[src/motor_cmd_pkg.sv]
// Purpose: shared constants for the motor command register bank
// Assumes: byte offsets as seen on the serial register port
// Notes:   loop gain and monitor reset values are plain defaults
package motor_cmd_pkg;
    localparam int          ADDR_W              = 12;
    localparam int          DATA_W              = 32;
    localparam int          ANGLE_W             = 9;
    localparam int          SPEED_W             = 15;
    localparam int          IQ_W                = 10;
    localparam int          CMD_N               = 4;

    localparam logic [11:0] OFS_DEVICE_CMD      = 12'h0EA;
    localparam logic [11:0] OFS_DEBUG_OVERRIDE  = 12'h0EC;
    localparam logic [11:0] OFS_DEBUG_LOOP      = 12'h0EE;
    localparam logic [11:0] OFS_CURRENT_GAINS   = 12'h0F0;
    localparam logic [11:0] OFS_SPEED_GAINS     = 12'h0F2;
    localparam logic [11:0] OFS_MONITOR_ONE     = 12'h0F4;
    localparam logic [11:0] OFS_MONITOR_TWO     = 12'h0F6;

    // device command word fields
    localparam int          CMD_NVM_STORE_BIT   = 31;
    localparam int          CMD_NVM_RECALL_BIT  = 30;
    localparam int          CMD_FAULT_CLR_BIT   = 29;
    localparam int          CMD_RETRY_CLR_BIT   = 28;
    localparam int          CMD_ANGLE_MSB       = 19;
    localparam int          CMD_ANGLE_LSB       = 11;
    localparam int          CMD_KEEPALIVE_BIT   = 10;

    // debug override word fields
    localparam int          DBG_OVERRIDE_BIT    = 31;
    localparam int          DBG_SPEED_MSB       = 30;
    localparam int          DBG_SPEED_LSB       = 16;
    localparam int          DBG_OPEN_LOOP_BIT   = 15;
    localparam int          DBG_FORCE_ALIGN_BIT = 14;
    localparam int          DBG_FORCE_SLOW_BIT  = 13;
    localparam int          DBG_FORCE_IPD_BIT   = 12;
    localparam int          DBG_FORCE_ISD_BIT   = 11;
    localparam int          DBG_ANGLE_SEL_BIT   = 10;
    localparam int          DBG_IQ_MSB          = 9;
    localparam int          DBG_IQ_LSB          = 0;

    // pulse vector order
    localparam int          PULSE_STORE         = 0;
    localparam int          PULSE_RECALL        = 1;
    localparam int          PULSE_FAULT         = 2;
    localparam int          PULSE_RETRY         = 3;

    localparam logic [8:0]  FULL_TURN_DEG       = 9'h168;
    localparam logic [31:0] WORD_ZERO           = 32'h0000_0000;
    localparam logic [31:0] CURRENT_GAINS_RST   = 32'h0000_0000;
    localparam logic [31:0] SPEED_GAINS_RST     = 32'h0000_0000;
    localparam logic [31:0] MONITOR_ONE_RST     = 32'h0000_0000;
    localparam logic [31:0] MONITOR_TWO_RST     = 32'h0000_0000;
endpackage

[src/cmd_pulse_gen.sv]
// Purpose: one-cycle command pulses from writes of one
// Assumes: i_wr_hit is high for exactly one cycle per write
// Notes:   a held bit does not repeat; each write makes one pulse
`timescale 1ns/1ps
`default_nettype none
module cmd_pulse_gen
    import motor_cmd_pkg::*;
(
    input  wire logic             i_clk,
    input  wire logic             i_rst_b,
    input  wire logic             i_wr_hit,
    input  wire logic [CMD_N-1:0] i_bits,
    output logic      [CMD_N-1:0] o_pulse
);
    logic [CMD_N-1:0] next_pulse;

    genvar g;
    generate
        for (g = 0; g < CMD_N; g++) begin : g_bit
            assign next_pulse[g] = i_wr_hit & i_bits[g];
        end
    endgenerate

    always_ff @(posedge i_clk or negedge i_rst_b) begin
        if (!i_rst_b) begin
            o_pulse <= '0;
        end else begin
            o_pulse <= next_pulse;
        end
    end

    property p_one_shot;
        @(posedge i_clk) disable iff (!i_rst_b)
        (o_pulse != '0) ##1 !i_wr_hit |=> (o_pulse == '0);
    endproperty
    a_one_shot: assert property (p_one_shot)
        else $error("command pulse repeated without a new write");
endmodule
`default_nettype wire

[src/align_angle_sel.sv]
// Purpose: alignment angle selection and wrap into one turn
// Assumes: forced angle is 9 bits, so one subtraction wraps it
// Notes:   output is registered
`timescale 1ns/1ps
`default_nettype none
module align_angle_sel
    import motor_cmd_pkg::*;
(
    input  wire logic               i_clk,
    input  wire logic               i_rst_b,
    input  wire logic               i_select_forced,
    input  wire logic [ANGLE_W-1:0] i_forced_angle,
    input  wire logic [ANGLE_W-1:0] i_cfg_angle,
    output logic      [ANGLE_W-1:0] o_angle
);
    logic [ANGLE_W-1:0] next_angle;
    logic [ANGLE_W-1:0] wrapped;

    always_comb begin
        wrapped = i_forced_angle;
        if (i_forced_angle >= FULL_TURN_DEG) begin
            wrapped = i_forced_angle - FULL_TURN_DEG;
        end
        next_angle = i_select_forced ? wrapped : i_cfg_angle;
    end

    always_ff @(posedge i_clk or negedge i_rst_b) begin
        if (!i_rst_b) begin
            o_angle <= '0;
        end else begin
            o_angle <= next_angle;
        end
    end

    property p_wrap;
        @(posedge i_clk) disable iff (!i_rst_b)
        i_select_forced |=> (o_angle < FULL_TURN_DEG) &&
            (o_angle == ($past(i_forced_angle) % FULL_TURN_DEG));
    endproperty
    a_wrap: assert property (p_wrap)
        else $error("forced angle not wrapped to one turn");

    property p_source;
        @(posedge i_clk) disable iff (!i_rst_b)
        !i_select_forced |=> (o_angle == $past(i_cfg_angle));
    endproperty
    a_source: assert property (p_source)
        else $error("configured angle not chosen when select is low");
endmodule
`default_nettype wire

[src/motor_ctrl_command_regs.sv]
// Purpose: volatile command and algorithm-control registers
// Assumes: serial front end gives one-cycle read and write strobes
// Notes:   read data is valid one cycle after the read strobe
`timescale 1ns/1ps
`default_nettype none
// What this block does
// - writing one to bit 31 of command word starts a nonvolatile store
// - writing one to bit 30 starts recall of defaults from nonvolatile memory
// - bit 29 clears all faults; bit 28 clears the retry counter
// - bits 19..11 hold forced angle, applied modulo 360 degrees
// - device clears the keepalive bit after the host sets it
// - current gains decoded at F0h, speed gains at F2h
// - monitor output controls decoded at F4h and F6h
// - debug override word at ECh resets zero; loop force word at EEh
// - override bit 31 takes speed command from digital speed field
// - bit 15 of debug word selects open loop commutation
// - angle source select picks forced angle when one, else configured
module motor_ctrl_command_regs
    import motor_cmd_pkg::*;
(
    input  wire logic               i_clk,
    input  wire logic               i_rst_b,
    input  wire logic               i_wr_en,
    input  wire logic               i_rd_en,
    input  wire logic [ADDR_W-1:0]  i_addr,
    input  wire logic [DATA_W-1:0]  i_wr_data,
    input  wire logic               i_nvm_done,
    input  wire logic [ANGLE_W-1:0] i_cfg_align_angle,
    output logic      [DATA_W-1:0]  o_rd_data,
    output logic                    o_rd_valid,
    output logic                    o_nvm_store_cmd,
    output logic                    o_nvm_recall_cmd,
    output logic                    o_fault_clear_cmd,
    output logic                    o_retry_counter_clear_cmd,
    output logic                    o_keepalive_seen,
    output logic [ANGLE_W-1:0]      o_align_angle,
    output logic                    o_speed_from_digital,
    output logic [SPEED_W-1:0]      o_digital_speed,
    output logic                    o_open_loop_select,
    output logic                    o_force_align_en,
    output logic                    o_force_slow_cycle_en,
    output logic                    o_force_ipd_en,
    output logic                    o_force_isd_en,
    output logic [IQ_W-1:0]         o_forced_iq_ref,
    output logic [DATA_W-1:0]       o_debug_loop_force_word,
    output logic [DATA_W-1:0]       o_current_loop_gains,
    output logic [DATA_W-1:0]       o_speed_loop_gains,
    output logic [DATA_W-1:0]       o_monitor_out_one_ctrl,
    output logic [DATA_W-1:0]       o_monitor_out_two_ctrl
);
    logic               wr_cmd;
    logic               wr_dbg1;
    logic               wr_dbg2;
    logic               wr_cur;
    logic               wr_spd;
    logic               wr_mon1;
    logic               wr_mon2;

    logic [DATA_W-1:0]  debug_override_word;
    logic [DATA_W-1:0]  debug_loop_force_word;
    logic [DATA_W-1:0]  current_loop_gains;
    logic [DATA_W-1:0]  speed_loop_gains;
    logic [DATA_W-1:0]  monitor_out_one_ctrl;
    logic [DATA_W-1:0]  monitor_out_two_ctrl;
    logic [ANGLE_W-1:0] forced_angle;
    logic               store_busy;
    logic               recall_busy;
    logic               keepalive_bit;
    logic [DATA_W-1:0]  rd_data;
    logic               rd_valid;

    logic [DATA_W-1:0]  next_debug_override_word;
    logic [DATA_W-1:0]  next_debug_loop_force_word;
    logic [DATA_W-1:0]  next_current_loop_gains;
    logic [DATA_W-1:0]  next_speed_loop_gains;
    logic [DATA_W-1:0]  next_monitor_out_one_ctrl;
    logic [DATA_W-1:0]  next_monitor_out_two_ctrl;
    logic [ANGLE_W-1:0] next_forced_angle;
    logic               next_store_busy;
    logic               next_recall_busy;
    logic               next_keepalive_bit;
    logic [DATA_W-1:0]  next_rd_data;
    logic               next_rd_valid;
    logic [CMD_N-1:0]   cmd_bits;
    logic [CMD_N-1:0]   cmd_pulse;

    // address decode; other offsets are ignored
    assign wr_cmd  = i_wr_en && (i_addr == OFS_DEVICE_CMD);
    assign wr_dbg1 = i_wr_en && (i_addr == OFS_DEBUG_OVERRIDE);
    assign wr_dbg2 = i_wr_en && (i_addr == OFS_DEBUG_LOOP);
    assign wr_cur  = i_wr_en && (i_addr == OFS_CURRENT_GAINS);
    assign wr_spd  = i_wr_en && (i_addr == OFS_SPEED_GAINS);
    assign wr_mon1 = i_wr_en && (i_addr == OFS_MONITOR_ONE);
    assign wr_mon2 = i_wr_en && (i_addr == OFS_MONITOR_TWO);

    always_comb begin
        next_debug_override_word   = wr_dbg1 ? i_wr_data : debug_override_word;
        next_debug_loop_force_word = wr_dbg2 ? i_wr_data : debug_loop_force_word;
        next_current_loop_gains    = wr_cur  ? i_wr_data : current_loop_gains;
        next_speed_loop_gains      = wr_spd  ? i_wr_data : speed_loop_gains;
        next_monitor_out_one_ctrl  = wr_mon1 ? i_wr_data : monitor_out_one_ctrl;
        next_monitor_out_two_ctrl  = wr_mon2 ? i_wr_data : monitor_out_two_ctrl;
        // reserved command bits are never stored
        next_forced_angle = wr_cmd ? i_wr_data[CMD_ANGLE_MSB:CMD_ANGLE_LSB]
                                   : forced_angle;
        // busy flags: a new command wins over completion
        next_store_busy = store_busy;
        if (i_nvm_done) begin
            next_store_busy = 1'b0;
        end
        if (wr_cmd && i_wr_data[CMD_NVM_STORE_BIT]) begin
            next_store_busy = 1'b1;
        end
        next_recall_busy = recall_busy;
        if (i_nvm_done) begin
            next_recall_busy = 1'b0;
        end
        if (wr_cmd && i_wr_data[CMD_NVM_RECALL_BIT]) begin
            next_recall_busy = 1'b1;
        end
        // self-clearing keepalive: high only in the cycle after a write
        next_keepalive_bit = wr_cmd && i_wr_data[CMD_KEEPALIVE_BIT];
    end

    always_comb begin
        next_rd_valid = i_rd_en;
        next_rd_data  = WORD_ZERO;
        if (i_rd_en) begin
            unique case (i_addr)
                OFS_DEVICE_CMD: begin
                    next_rd_data[CMD_NVM_STORE_BIT]  = store_busy;
                    next_rd_data[CMD_NVM_RECALL_BIT] = recall_busy;
                    next_rd_data[CMD_KEEPALIVE_BIT]  = keepalive_bit;
                end
                OFS_CURRENT_GAINS: next_rd_data = current_loop_gains;
                OFS_SPEED_GAINS:   next_rd_data = speed_loop_gains;
                OFS_MONITOR_ONE:   next_rd_data = monitor_out_one_ctrl;
                OFS_MONITOR_TWO:   next_rd_data = monitor_out_two_ctrl;
                default:           next_rd_data = WORD_ZERO;
            endcase
        end
    end

    always_ff @(posedge i_clk or negedge i_rst_b) begin
        if (!i_rst_b) begin
            debug_override_word   <= WORD_ZERO;
            debug_loop_force_word <= WORD_ZERO;
            current_loop_gains    <= CURRENT_GAINS_RST;
            speed_loop_gains      <= SPEED_GAINS_RST;
            monitor_out_one_ctrl  <= MONITOR_ONE_RST;
            monitor_out_two_ctrl  <= MONITOR_TWO_RST;
            forced_angle          <= '0;
            store_busy            <= 1'b0;
            recall_busy           <= 1'b0;
            keepalive_bit         <= 1'b0;
            rd_data               <= WORD_ZERO;
            rd_valid              <= 1'b0;
        end else begin
            debug_override_word   <= next_debug_override_word;
            debug_loop_force_word <= next_debug_loop_force_word;
            current_loop_gains    <= next_current_loop_gains;
            speed_loop_gains      <= next_speed_loop_gains;
            monitor_out_one_ctrl  <= next_monitor_out_one_ctrl;
            monitor_out_two_ctrl  <= next_monitor_out_two_ctrl;
            forced_angle          <= next_forced_angle;
            store_busy            <= next_store_busy;
            recall_busy           <= next_recall_busy;
            keepalive_bit         <= next_keepalive_bit;
            rd_data               <= next_rd_data;
            rd_valid              <= next_rd_valid;
        end
    end

    always_comb begin
        cmd_bits               = '0;
        cmd_bits[PULSE_STORE]  = i_wr_data[CMD_NVM_STORE_BIT];
        cmd_bits[PULSE_RECALL] = i_wr_data[CMD_NVM_RECALL_BIT];
        cmd_bits[PULSE_FAULT]  = i_wr_data[CMD_FAULT_CLR_BIT];
        cmd_bits[PULSE_RETRY]  = i_wr_data[CMD_RETRY_CLR_BIT];
    end

    cmd_pulse_gen u_pulse (
        .i_clk    (i_clk),
        .i_rst_b  (i_rst_b),
        .i_wr_hit (wr_cmd),
        .i_bits   (cmd_bits),
        .o_pulse  (cmd_pulse)
    );

    align_angle_sel u_angle (
        .i_clk           (i_clk),
        .i_rst_b         (i_rst_b),
        .i_select_forced (debug_override_word[DBG_ANGLE_SEL_BIT]),
        .i_forced_angle  (forced_angle),
        .i_cfg_angle     (i_cfg_align_angle),
        .o_angle         (o_align_angle)
    );

    assign o_nvm_store_cmd           = cmd_pulse[PULSE_STORE];
    assign o_nvm_recall_cmd          = cmd_pulse[PULSE_RECALL];
    assign o_fault_clear_cmd         = cmd_pulse[PULSE_FAULT];
    assign o_retry_counter_clear_cmd = cmd_pulse[PULSE_RETRY];
    assign o_keepalive_seen          = keepalive_bit;
    assign o_speed_from_digital      = debug_override_word[DBG_OVERRIDE_BIT];
    assign o_digital_speed           = debug_override_word[DBG_SPEED_MSB:DBG_SPEED_LSB];
    assign o_open_loop_select        = debug_override_word[DBG_OPEN_LOOP_BIT];
    assign o_force_align_en          = debug_override_word[DBG_FORCE_ALIGN_BIT];
    assign o_force_slow_cycle_en     = debug_override_word[DBG_FORCE_SLOW_BIT];
    assign o_force_ipd_en            = debug_override_word[DBG_FORCE_IPD_BIT];
    assign o_force_isd_en            = debug_override_word[DBG_FORCE_ISD_BIT];
    assign o_forced_iq_ref           = debug_override_word[DBG_IQ_MSB:DBG_IQ_LSB];
    assign o_debug_loop_force_word   = debug_loop_force_word;
    assign o_current_loop_gains      = current_loop_gains;
    assign o_speed_loop_gains        = speed_loop_gains;
    assign o_monitor_out_one_ctrl    = monitor_out_one_ctrl;
    assign o_monitor_out_two_ctrl    = monitor_out_two_ctrl;
    assign o_rd_data                 = rd_data;
    assign o_rd_valid                = rd_valid;

    property p_store;
        @(posedge i_clk) disable iff (!i_rst_b)
        wr_cmd && i_wr_data[CMD_NVM_STORE_BIT]
            |=> o_nvm_store_cmd ##0 store_busy;
    endproperty
    a_store: assert property (p_store)
        else $error("store command not issued after write");

    property p_recall;
        @(posedge i_clk) disable iff (!i_rst_b)
        (wr_cmd && i_wr_data[CMD_NVM_RECALL_BIT]) |=> o_nvm_recall_cmd && recall_busy;
    endproperty
    a_recall: assert property (p_recall)
        else $error("recall command not issued after write");

    property p_fault_clear;
        @(posedge i_clk) disable iff (!i_rst_b)
        o_fault_clear_cmd || o_retry_counter_clear_cmd
            |-> $past(wr_cmd) && ($past(i_wr_data[CMD_FAULT_CLR_BIT]) == o_fault_clear_cmd)
                && ($past(i_wr_data[CMD_RETRY_CLR_BIT]) == o_retry_counter_clear_cmd);
    endproperty
    a_fault_clear: assert property (p_fault_clear)
        else $error("clear pulse without matching command write");

    property p_keepalive;
        @(posedge i_clk) disable iff (!i_rst_b)
        keepalive_bit ##1 !wr_cmd |=> !keepalive_bit;
    endproperty
    a_keepalive: assert property (p_keepalive)
        else $error("keepalive bit not cleared by device");

    property p_reserved;
        @(posedge i_clk) disable iff (!i_rst_b)
        i_rd_en && (i_addr == OFS_DEVICE_CMD)
            |=> o_rd_valid && (o_rd_data[27:20] == 8'h00) && (o_rd_data[19:11] == 9'h000)
                && (o_rd_data[9:0] == 10'h000);
    endproperty
    a_reserved: assert property (p_reserved)
        else $error("write-only command bits visible on read");

    property p_gains;
        @(posedge i_clk) disable iff (!i_rst_b)
        wr_spd ##1 (i_rd_en && !i_wr_en && (i_addr == OFS_SPEED_GAINS))
            |=> o_rd_valid && (o_rd_data == $past(i_wr_data, 2));
    endproperty
    a_gains: assert property (p_gains)
        else $error("speed gains readback mismatch");

    property p_monitor;
        @(posedge i_clk) disable iff (!i_rst_b)
        wr_mon2 |=> (o_monitor_out_two_ctrl == $past(i_wr_data)) && $stable(o_monitor_out_one_ctrl);
    endproperty
    a_monitor: assert property (p_monitor)
        else $error("second monitor control not decoded at its offset");

    property p_debug_read;
        @(posedge i_clk) disable iff (!i_rst_b)
        i_rd_en && ((i_addr == OFS_DEBUG_OVERRIDE) || (i_addr == OFS_DEBUG_LOOP))
            |=> o_rd_valid && (o_rd_data == WORD_ZERO);
    endproperty
    a_debug_read: assert property (p_debug_read)
        else $error("write-only debug word returned data");

    property p_override;
        @(posedge i_clk) disable iff (!i_rst_b)
        wr_dbg1 |=> (o_speed_from_digital == $past(i_wr_data[DBG_OVERRIDE_BIT]))
            && (o_open_loop_select == $past(i_wr_data[DBG_OPEN_LOOP_BIT]))
            && (o_digital_speed == $past(i_wr_data[DBG_SPEED_MSB:DBG_SPEED_LSB]));
    endproperty
    a_override: assert property (p_override)
        else $error("debug override fields not applied");

    property p_busy_clear;
        @(posedge i_clk) disable iff (!i_rst_b)
        i_nvm_done && !wr_cmd |=> !store_busy && !recall_busy;
    endproperty
    a_busy_clear: assert property (p_busy_clear)
        else $error("busy flag not released by nonvolatile completion");
endmodule
`default_nettype wire

[config.mk]
export PLATFORM = sky130hd
export DESIGN_NAME = motor_ctrl_command_regs
export DESIGN_NICKNAME = d
export VERILOG_FILES = /design/src/motor_cmd_pkg.sv /design/src/cmd_pulse_gen.sv /design/src/align_angle_sel.sv /design/src/motor_ctrl_command_regs.sv
export SDC_FILE = /design/constraint.sdc
export NUM_CORES = 1
export LEC_CHECK = 0
export CAP_MARGIN = 20
export CORE_MARGIN = 3
export CORE_UTILIZATION = 40
export CTS_BUF_LIST = sky130_fd_sc_hd__clkbuf_4
export DETAILED_ROUTE_END_ITERATION = 16
export DONT_BUFFER_PORTS = 1
export GPL_TIMING_DRIVEN = 0
export PLACE_DENSITY = 0.56
export SLEW_MARGIN = 20
export SYNTH_ARGS = -nofsm -noshare
export SYNTH_HDL_FRONTEND = slang
export SYNTH_SLANG_ARGS = --single-unit
export TNS_END_PERCENT = 1
[constraint.sdc]
create_clock -name i_clk -period 2.7 [get_ports i_clk]
set_clock_uncertainty 0.05 [all_clocks]
set_input_delay 0.27 -clock i_clk [delete_from_list [all_inputs] [get_ports i_clk]]
set_output_delay 0.27 -clock i_clk [all_outputs]
set_load 0.01 [all_outputs]
==> flow_summary.html <==
<table>
<tr><th>Metric</th><th>Value</th></tr>
<tr><th colspan="2">Clock network</th></tr>
<tr><td>Clock sink total</td><td>250</td></tr>
<tr><td>Clock-pin slew on the worst setup and hold paths</td><td>80 ps</td></tr>
<tr><td>Clock tree from TritonCTS</td><td>yes</td></tr>
<tr><td>Post-CTS setup repair buffer count</td><td>0</td></tr>
<tr><td>Number of buffers created by CTS</td><td>67</td></tr>
<tr><td>CTS H-Tree Depth</td><td>3</td></tr>
<tr><td>Worst skew pair latency</td><td>650 ps</td></tr>
<tr><td>Buffer levels on the longest clock path</td><td>3</td></tr>
<tr><td>Clk Tree Root Cell</td><td>sky130_fd_sc_hd__clkbuf_4</td></tr>
<tr><td>Hold-fix buffers, CTS</td><td>50</td></tr>
<tr><th colspan="2">Logic synthesis</th></tr>
<tr><td>Count of unique library cells instantiated by Yosys</td><td>just over 40</td></tr>
<tr><td>Share of async-settable or async-resettable flops after synthesis</td><td>1.00</td></tr>
<tr><td>Cells after Synth</td><td>667</td></tr>
<tr><td>Number of enable-type register cells in the synthesized netlist</td><td>0</td></tr>
<tr><td>Avg Cell Area, Syn</td><td>around 15 sq um</td></tr>
<tr><td>Cell taking the most area after synthesis</td><td>sky130_fd_sc_hd__dfrtp_1</td></tr>
<tr><td>Most used flip-flop cell after synthesis</td><td>sky130_fd_sc_hd__dfrtp_1</td></tr>
<tr><td>Top-area cell type share of the netlist area</td><td>0.632</td></tr>
<tr><td>Seq/Total Area, Yosys</td><td>0.632</td></tr>
<tr><td>Summed instance area of the synthesized netlist</td><td>9890 sq um</td></tr>
<tr><td>Cell types with the largest area share after synthesis</td><td>sky130_fd_sc_hd__dfrtp_1 (63%), sky130_fd_sc_hd__mux2_2 (23%), sky130_fd_sc_hd__a22oi_1 (4.6%)</td></tr>
<tr><td>Synthesis warning total</td><td>0</td></tr>
<tr><td>Seq cells post-synth</td><td>250</td></tr>
<tr><td>Post-synthesis net count</td><td>726</td></tr>
<tr><th colspan="2">Drt</th></tr>
<tr><td>Total detailed-routing wirelength</td><td>29,300 microns</td></tr>
<tr><td>Number of design-rule violations left by the first detailed-router iteration</td><td>329</td></tr>
<tr><td>Number of DRC violations after detailed routing</td><td>0</td></tr>
<tr><td>Post-DR vias/cell</td><td>approximately 5.5</td></tr>
<tr><td>Final ANT Viol Nets</td><td>0</td></tr>
<tr><td>Detailed-route via count</td><td>6,378</td></tr>
<tr><td>Pre-Repair DR Iteration Count</td><td>4</td></tr>
<tr><td>Routed length per instance</td><td>25.5 microns</td></tr>
<tr><th colspan="2">Flow run</th></tr>
<tr><td>Maxcap violations</td><td>0</td></tr>
<tr><th colspan="2">Placed design</th></tr>
<tr><td>Gp weighted congestion</td><td>0.770</td></tr>
<tr><td>Final HPWL DP</td><td>19,600 microns</td></tr>
<tr><td>DP Cell Count</td><td>around 990</td></tr>
<tr><td># port buffers</td><td>0</td></tr>
<tr><td>Post-placement cell area</td><td>10,300 sq um</td></tr>
<tr><td>Dpl ws</td><td>-45.6 ps</td></tr>
<tr><th colspan="2">Timing</th></tr>
<tr><td>Min Hold Slack</td><td>-737 ps</td></tr>
<tr><td>Count of endpoints failing hold in the final timing report</td><td>between 200 and 300</td></tr>
<tr><td>Crit path time final</td><td>2560 ps</td></tr>
<tr><td>Unrepaired setup endpoints after global routing</td><td>no</td></tr>
<tr><td>Top achievable clock speed</td><td>390 MHz</td></tr>
<tr><td>Setup-failing EPs final</td><td>0</td></tr>
<tr><td>Least setup slack across all paths after layout</td><td>139 ps</td></tr>
<tr><td>Share of the clock period used by the worst path</td><td>0.949</td></tr>
<tr><td>Worst slew margin relative to its limit</td><td>0.384</td></tr>
<tr><td>Final-layout setup total negative slack</td><td>0 ps</td></tr>
<tr><td>Max-slew violation count</td><td>0</td></tr>
<tr><td>Slew @ Worst Pin</td><td>924 ps</td></tr>
<tr><th colspan="2">Global routing</th></tr>
<tr><td>Number of antenna violations at the first check in global routing</td><td>1</td></tr>
<tr><td>Total routing resource utilization after global routing</td><td>0.220</td></tr>
<tr><td>Pin count of the biggest net entering global routing</td><td>251</td></tr>
<tr><td>GR Overflow Total</td><td>0</td></tr>
<tr><td>First-pass GRT wire length</td><td>44,200 microns</td></tr>
<tr><td>Vias in the first global route</td><td>7,126</td></tr>
<tr><th colspan="2">Cells and area</th></tr>
<tr><td>Number of fillers in the final layout</td><td>2,135</td></tr>
<tr><td>Total Nets Final</td><td>845</td></tr>
<tr><td>Commonest cells after routing, fill and taps aside</td><td>sky130_fd_sc_hd__dfrtp_1 (250), sky130_fd_sc_hd__mux2_2 (199), sky130_fd_sc_hd__clkbuf_4 (94)</td></tr>
<tr><td>Final instance area</td><td>11,600 sq um</td></tr>
<tr><td>Share of layout cells above drive strength 1</td><td>0.382</td></tr>
<tr><td>Fin cells</td><td>1,150</td></tr>
<tr><td>Area overhead of the layout relative to synthesis</td><td>17.3%</td></tr>
<tr><td>Most common cell after layout, fill and taps aside</td><td>sky130_fd_sc_hd__dfrtp_1</td></tr>
<tr><td>Final core occ</td><td>0.486</td></tr>
<tr><th colspan="2">Setup path</th></tr>
<tr><td>Worst-path cell with the longest stage delay</td><td>sky130_fd_sc_hd__dlygate4sd3_1</td></tr>
<tr><td>Worst setup path category</td><td>in2reg</td></tr>
<tr><td>Max stage delay on crit path</td><td>550 ps</td></tr>
<tr><td>Category of the worst setup path capture point</td><td>flip-flop</td></tr>
<tr><td>Reg-to-Reg Start</td><td>forced_angle[3]$_DFFE_PN0N_</td></tr>
<tr><td>Arrival time at the worst endpoint</td><td>3010 ps</td></tr>
<tr><td>Critical Path Source Type</td><td>input pin</td></tr>
<tr><td>Cell Chain, Critical Path</td><td>dlygate4sd3_1, or4_4, or3_4, nor2_1, buf_2, mux2_2</td></tr>
<tr><td>Worst path required time</td><td>around 3200 ps</td></tr>
<tr><td>Critical path launch point</td><td>i_addr[11]</td></tr>
<tr><td>Biggest fanout along the worst timing path</td><td>10</td></tr>
<tr><th colspan="2">Floorplanning</th></tr>
<tr><td>Area of the die</td><td>between 20,000 and 30,000 sq um</td></tr>
<tr><td>Count of boundary I/O pins</td><td>296</td></tr>
<tr><td>Die Y</td><td>163 microns</td></tr>
<tr><td>Die Width</td><td>163 microns</td></tr>
<tr><td>Core Footprint</td><td>23,900 sq um</td></tr>
<tr><td>Starting density of the core</td><td>0.414</td></tr>
<tr><td>Cell Rows</td><td>56</td></tr>
<tr><th colspan="2">Pwr</th></tr>
<tr><td>Overall Power</td><td>7.18 mW</td></tr>
<tr><td>Peak supply drop</td><td>between 300 and 400 uV</td></tr>
<tr><td>Static Leakage</td><td>5.64 nW</td></tr>
<tr><td>Power density cells</td><td>618 nW/um^2</td></tr>
<tr><th colspan="2">Outcome</th></tr>
<tr><td>Result of the run</td><td>complete, but fails checks</td></tr>
<tr><td>Violated checks</td><td>hold timing</td></tr>
<tr><th colspan="2">Worst hold path</th></tr>
<tr><td>HP Class</td><td>in2async</td></tr>
</table>
## repair_timing
item | 4_1_cts | 5_1_grt
gates resized for setup | 0 | 1
setup endpoints to repair | 0 | 10
hold endpoints to repair | 471 | 250
## report_power, final
group | switching (mW) | total (mW) | internal [mW]
Clock | 1.50 | 3.20 | 1.70
Combinational | 0.108 | 0.188 | 0.0797
Sequential | 0.0277 | 3.79 | 3.77
Total | 1.64 | 7.18 | 5.54
## cell usage after synthesis (3+ instances only)
library cell               instances
sky130_fd_sc_hd__dfrtp_1         250
sky130_fd_sc_hd__mux2_2          199
sky130_fd_sc_hd__a22oi_1          61
sky130_fd_sc_hd__a21oi_1          30
sky130_fd_sc_hd__clkbuf_1         30
sky130_fd_sc_hd__nor2_1           10
sky130_fd_sc_hd__o21ai_0           8
sky130_fd_sc_hd__inv_1             7
sky130_fd_sc_hd__nand2_1           7
sky130_fd_sc_hd__and2_1            5
sky130_fd_sc_hd__buf_2             5
sky130_fd_sc_hd__a31oi_1           4
sky130_fd_sc_hd__nand4_1           4
sky130_fd_sc_hd__nor2b_1           4
sky130_fd_sc_hd__a21o_1            3
sky130_fd_sc_hd__buf_6             3
sky130_fd_sc_hd__mux4_2            3
sky130_fd_sc_hd__nand2b_1          3
sky130_fd_sc_hd__nor4_1            3
## routing by layer
metal / share of wire / global-route usage / wire length [microns] / vias up
met4: 0.013 / 0.0623 / 395 / 0
li1: - / - / - / 2727
met3: 0.12 / 0.106 / 3620 / 37
met1: 0.38 / 0.259 / 11100 / 3284
met2: 0.48 / 0.360 / 14200 / 330
met5: 0 / 0 / 0 / -
## flip-flops by register name, indices dropped and copies added, names as in the netlist
signal and flops:
o_rd_valid 1, o_debug_loop_force_word 32, o_rd_data 32, o_monitor_out_one_ctrl 32
u_angle.o_angle 9, o_current_loop_gains 32, o_speed_loop_gains 32, recall_busy 1
u_pulse.o_pulse 4, forced_angle 9, o_keepalive_seen 1, store_busy 1
o_monitor_out_two_ctrl 32, debug_override_word 32
## area by class of cell
type,count,area [sq um],share of cell area
Clock buffer,94,706,0.0608
Antenna cell,1,2.50,0.000216
Tap cell,319,399,0.0344
Clock inverter,19,103,0.00884
Timing Repair Buffer,50,500,0.0431
Buffer,38,171,0.0148
Sequential cell,250,6260,0.539
Inverter,7,26.3,0.00226
Multi-Input combinational cell,372,3450,0.297
## cell families after synthesis
kind of cell / synth area share
flops: 0.632
mux: 0.234
compound gates: 0.0774
simple gates: 0.0346
buf+inv: 0.0200
fa+ha+maj: 0.00126
## path summary, 6_finish.rpt
check | cells after the start | slack, ps | end
worst max-delay path | 6 | 140 | o_debug_loop_force_word[17]$_DFFE_PN0P_
worst min-delay path | 0 | -740 | forced_angle[7]$_DFFE_PN0N_
worst max register to register | 4 | 750 | u_angle.o_angle[6]$_DFF_PN0_
worst min register to register | 1 | 440 | recall_busy$_DFFE_PN0P_
max in group asynchronous | 0 | 3080 | o_monitor_out_one_ctrl[24]$_DFFE_PN0P_
min in group i_clk | 4 | 80 | o_rd_data[31]$_DFF_PN0_
## worst max-delay path, delay by kind of cell
kind	cells	cell delay, ps
and+or+nand+nor	3	1390
buffers and inverters	2	970
muxes	1	380
Power figures use the tool's default switching activity.
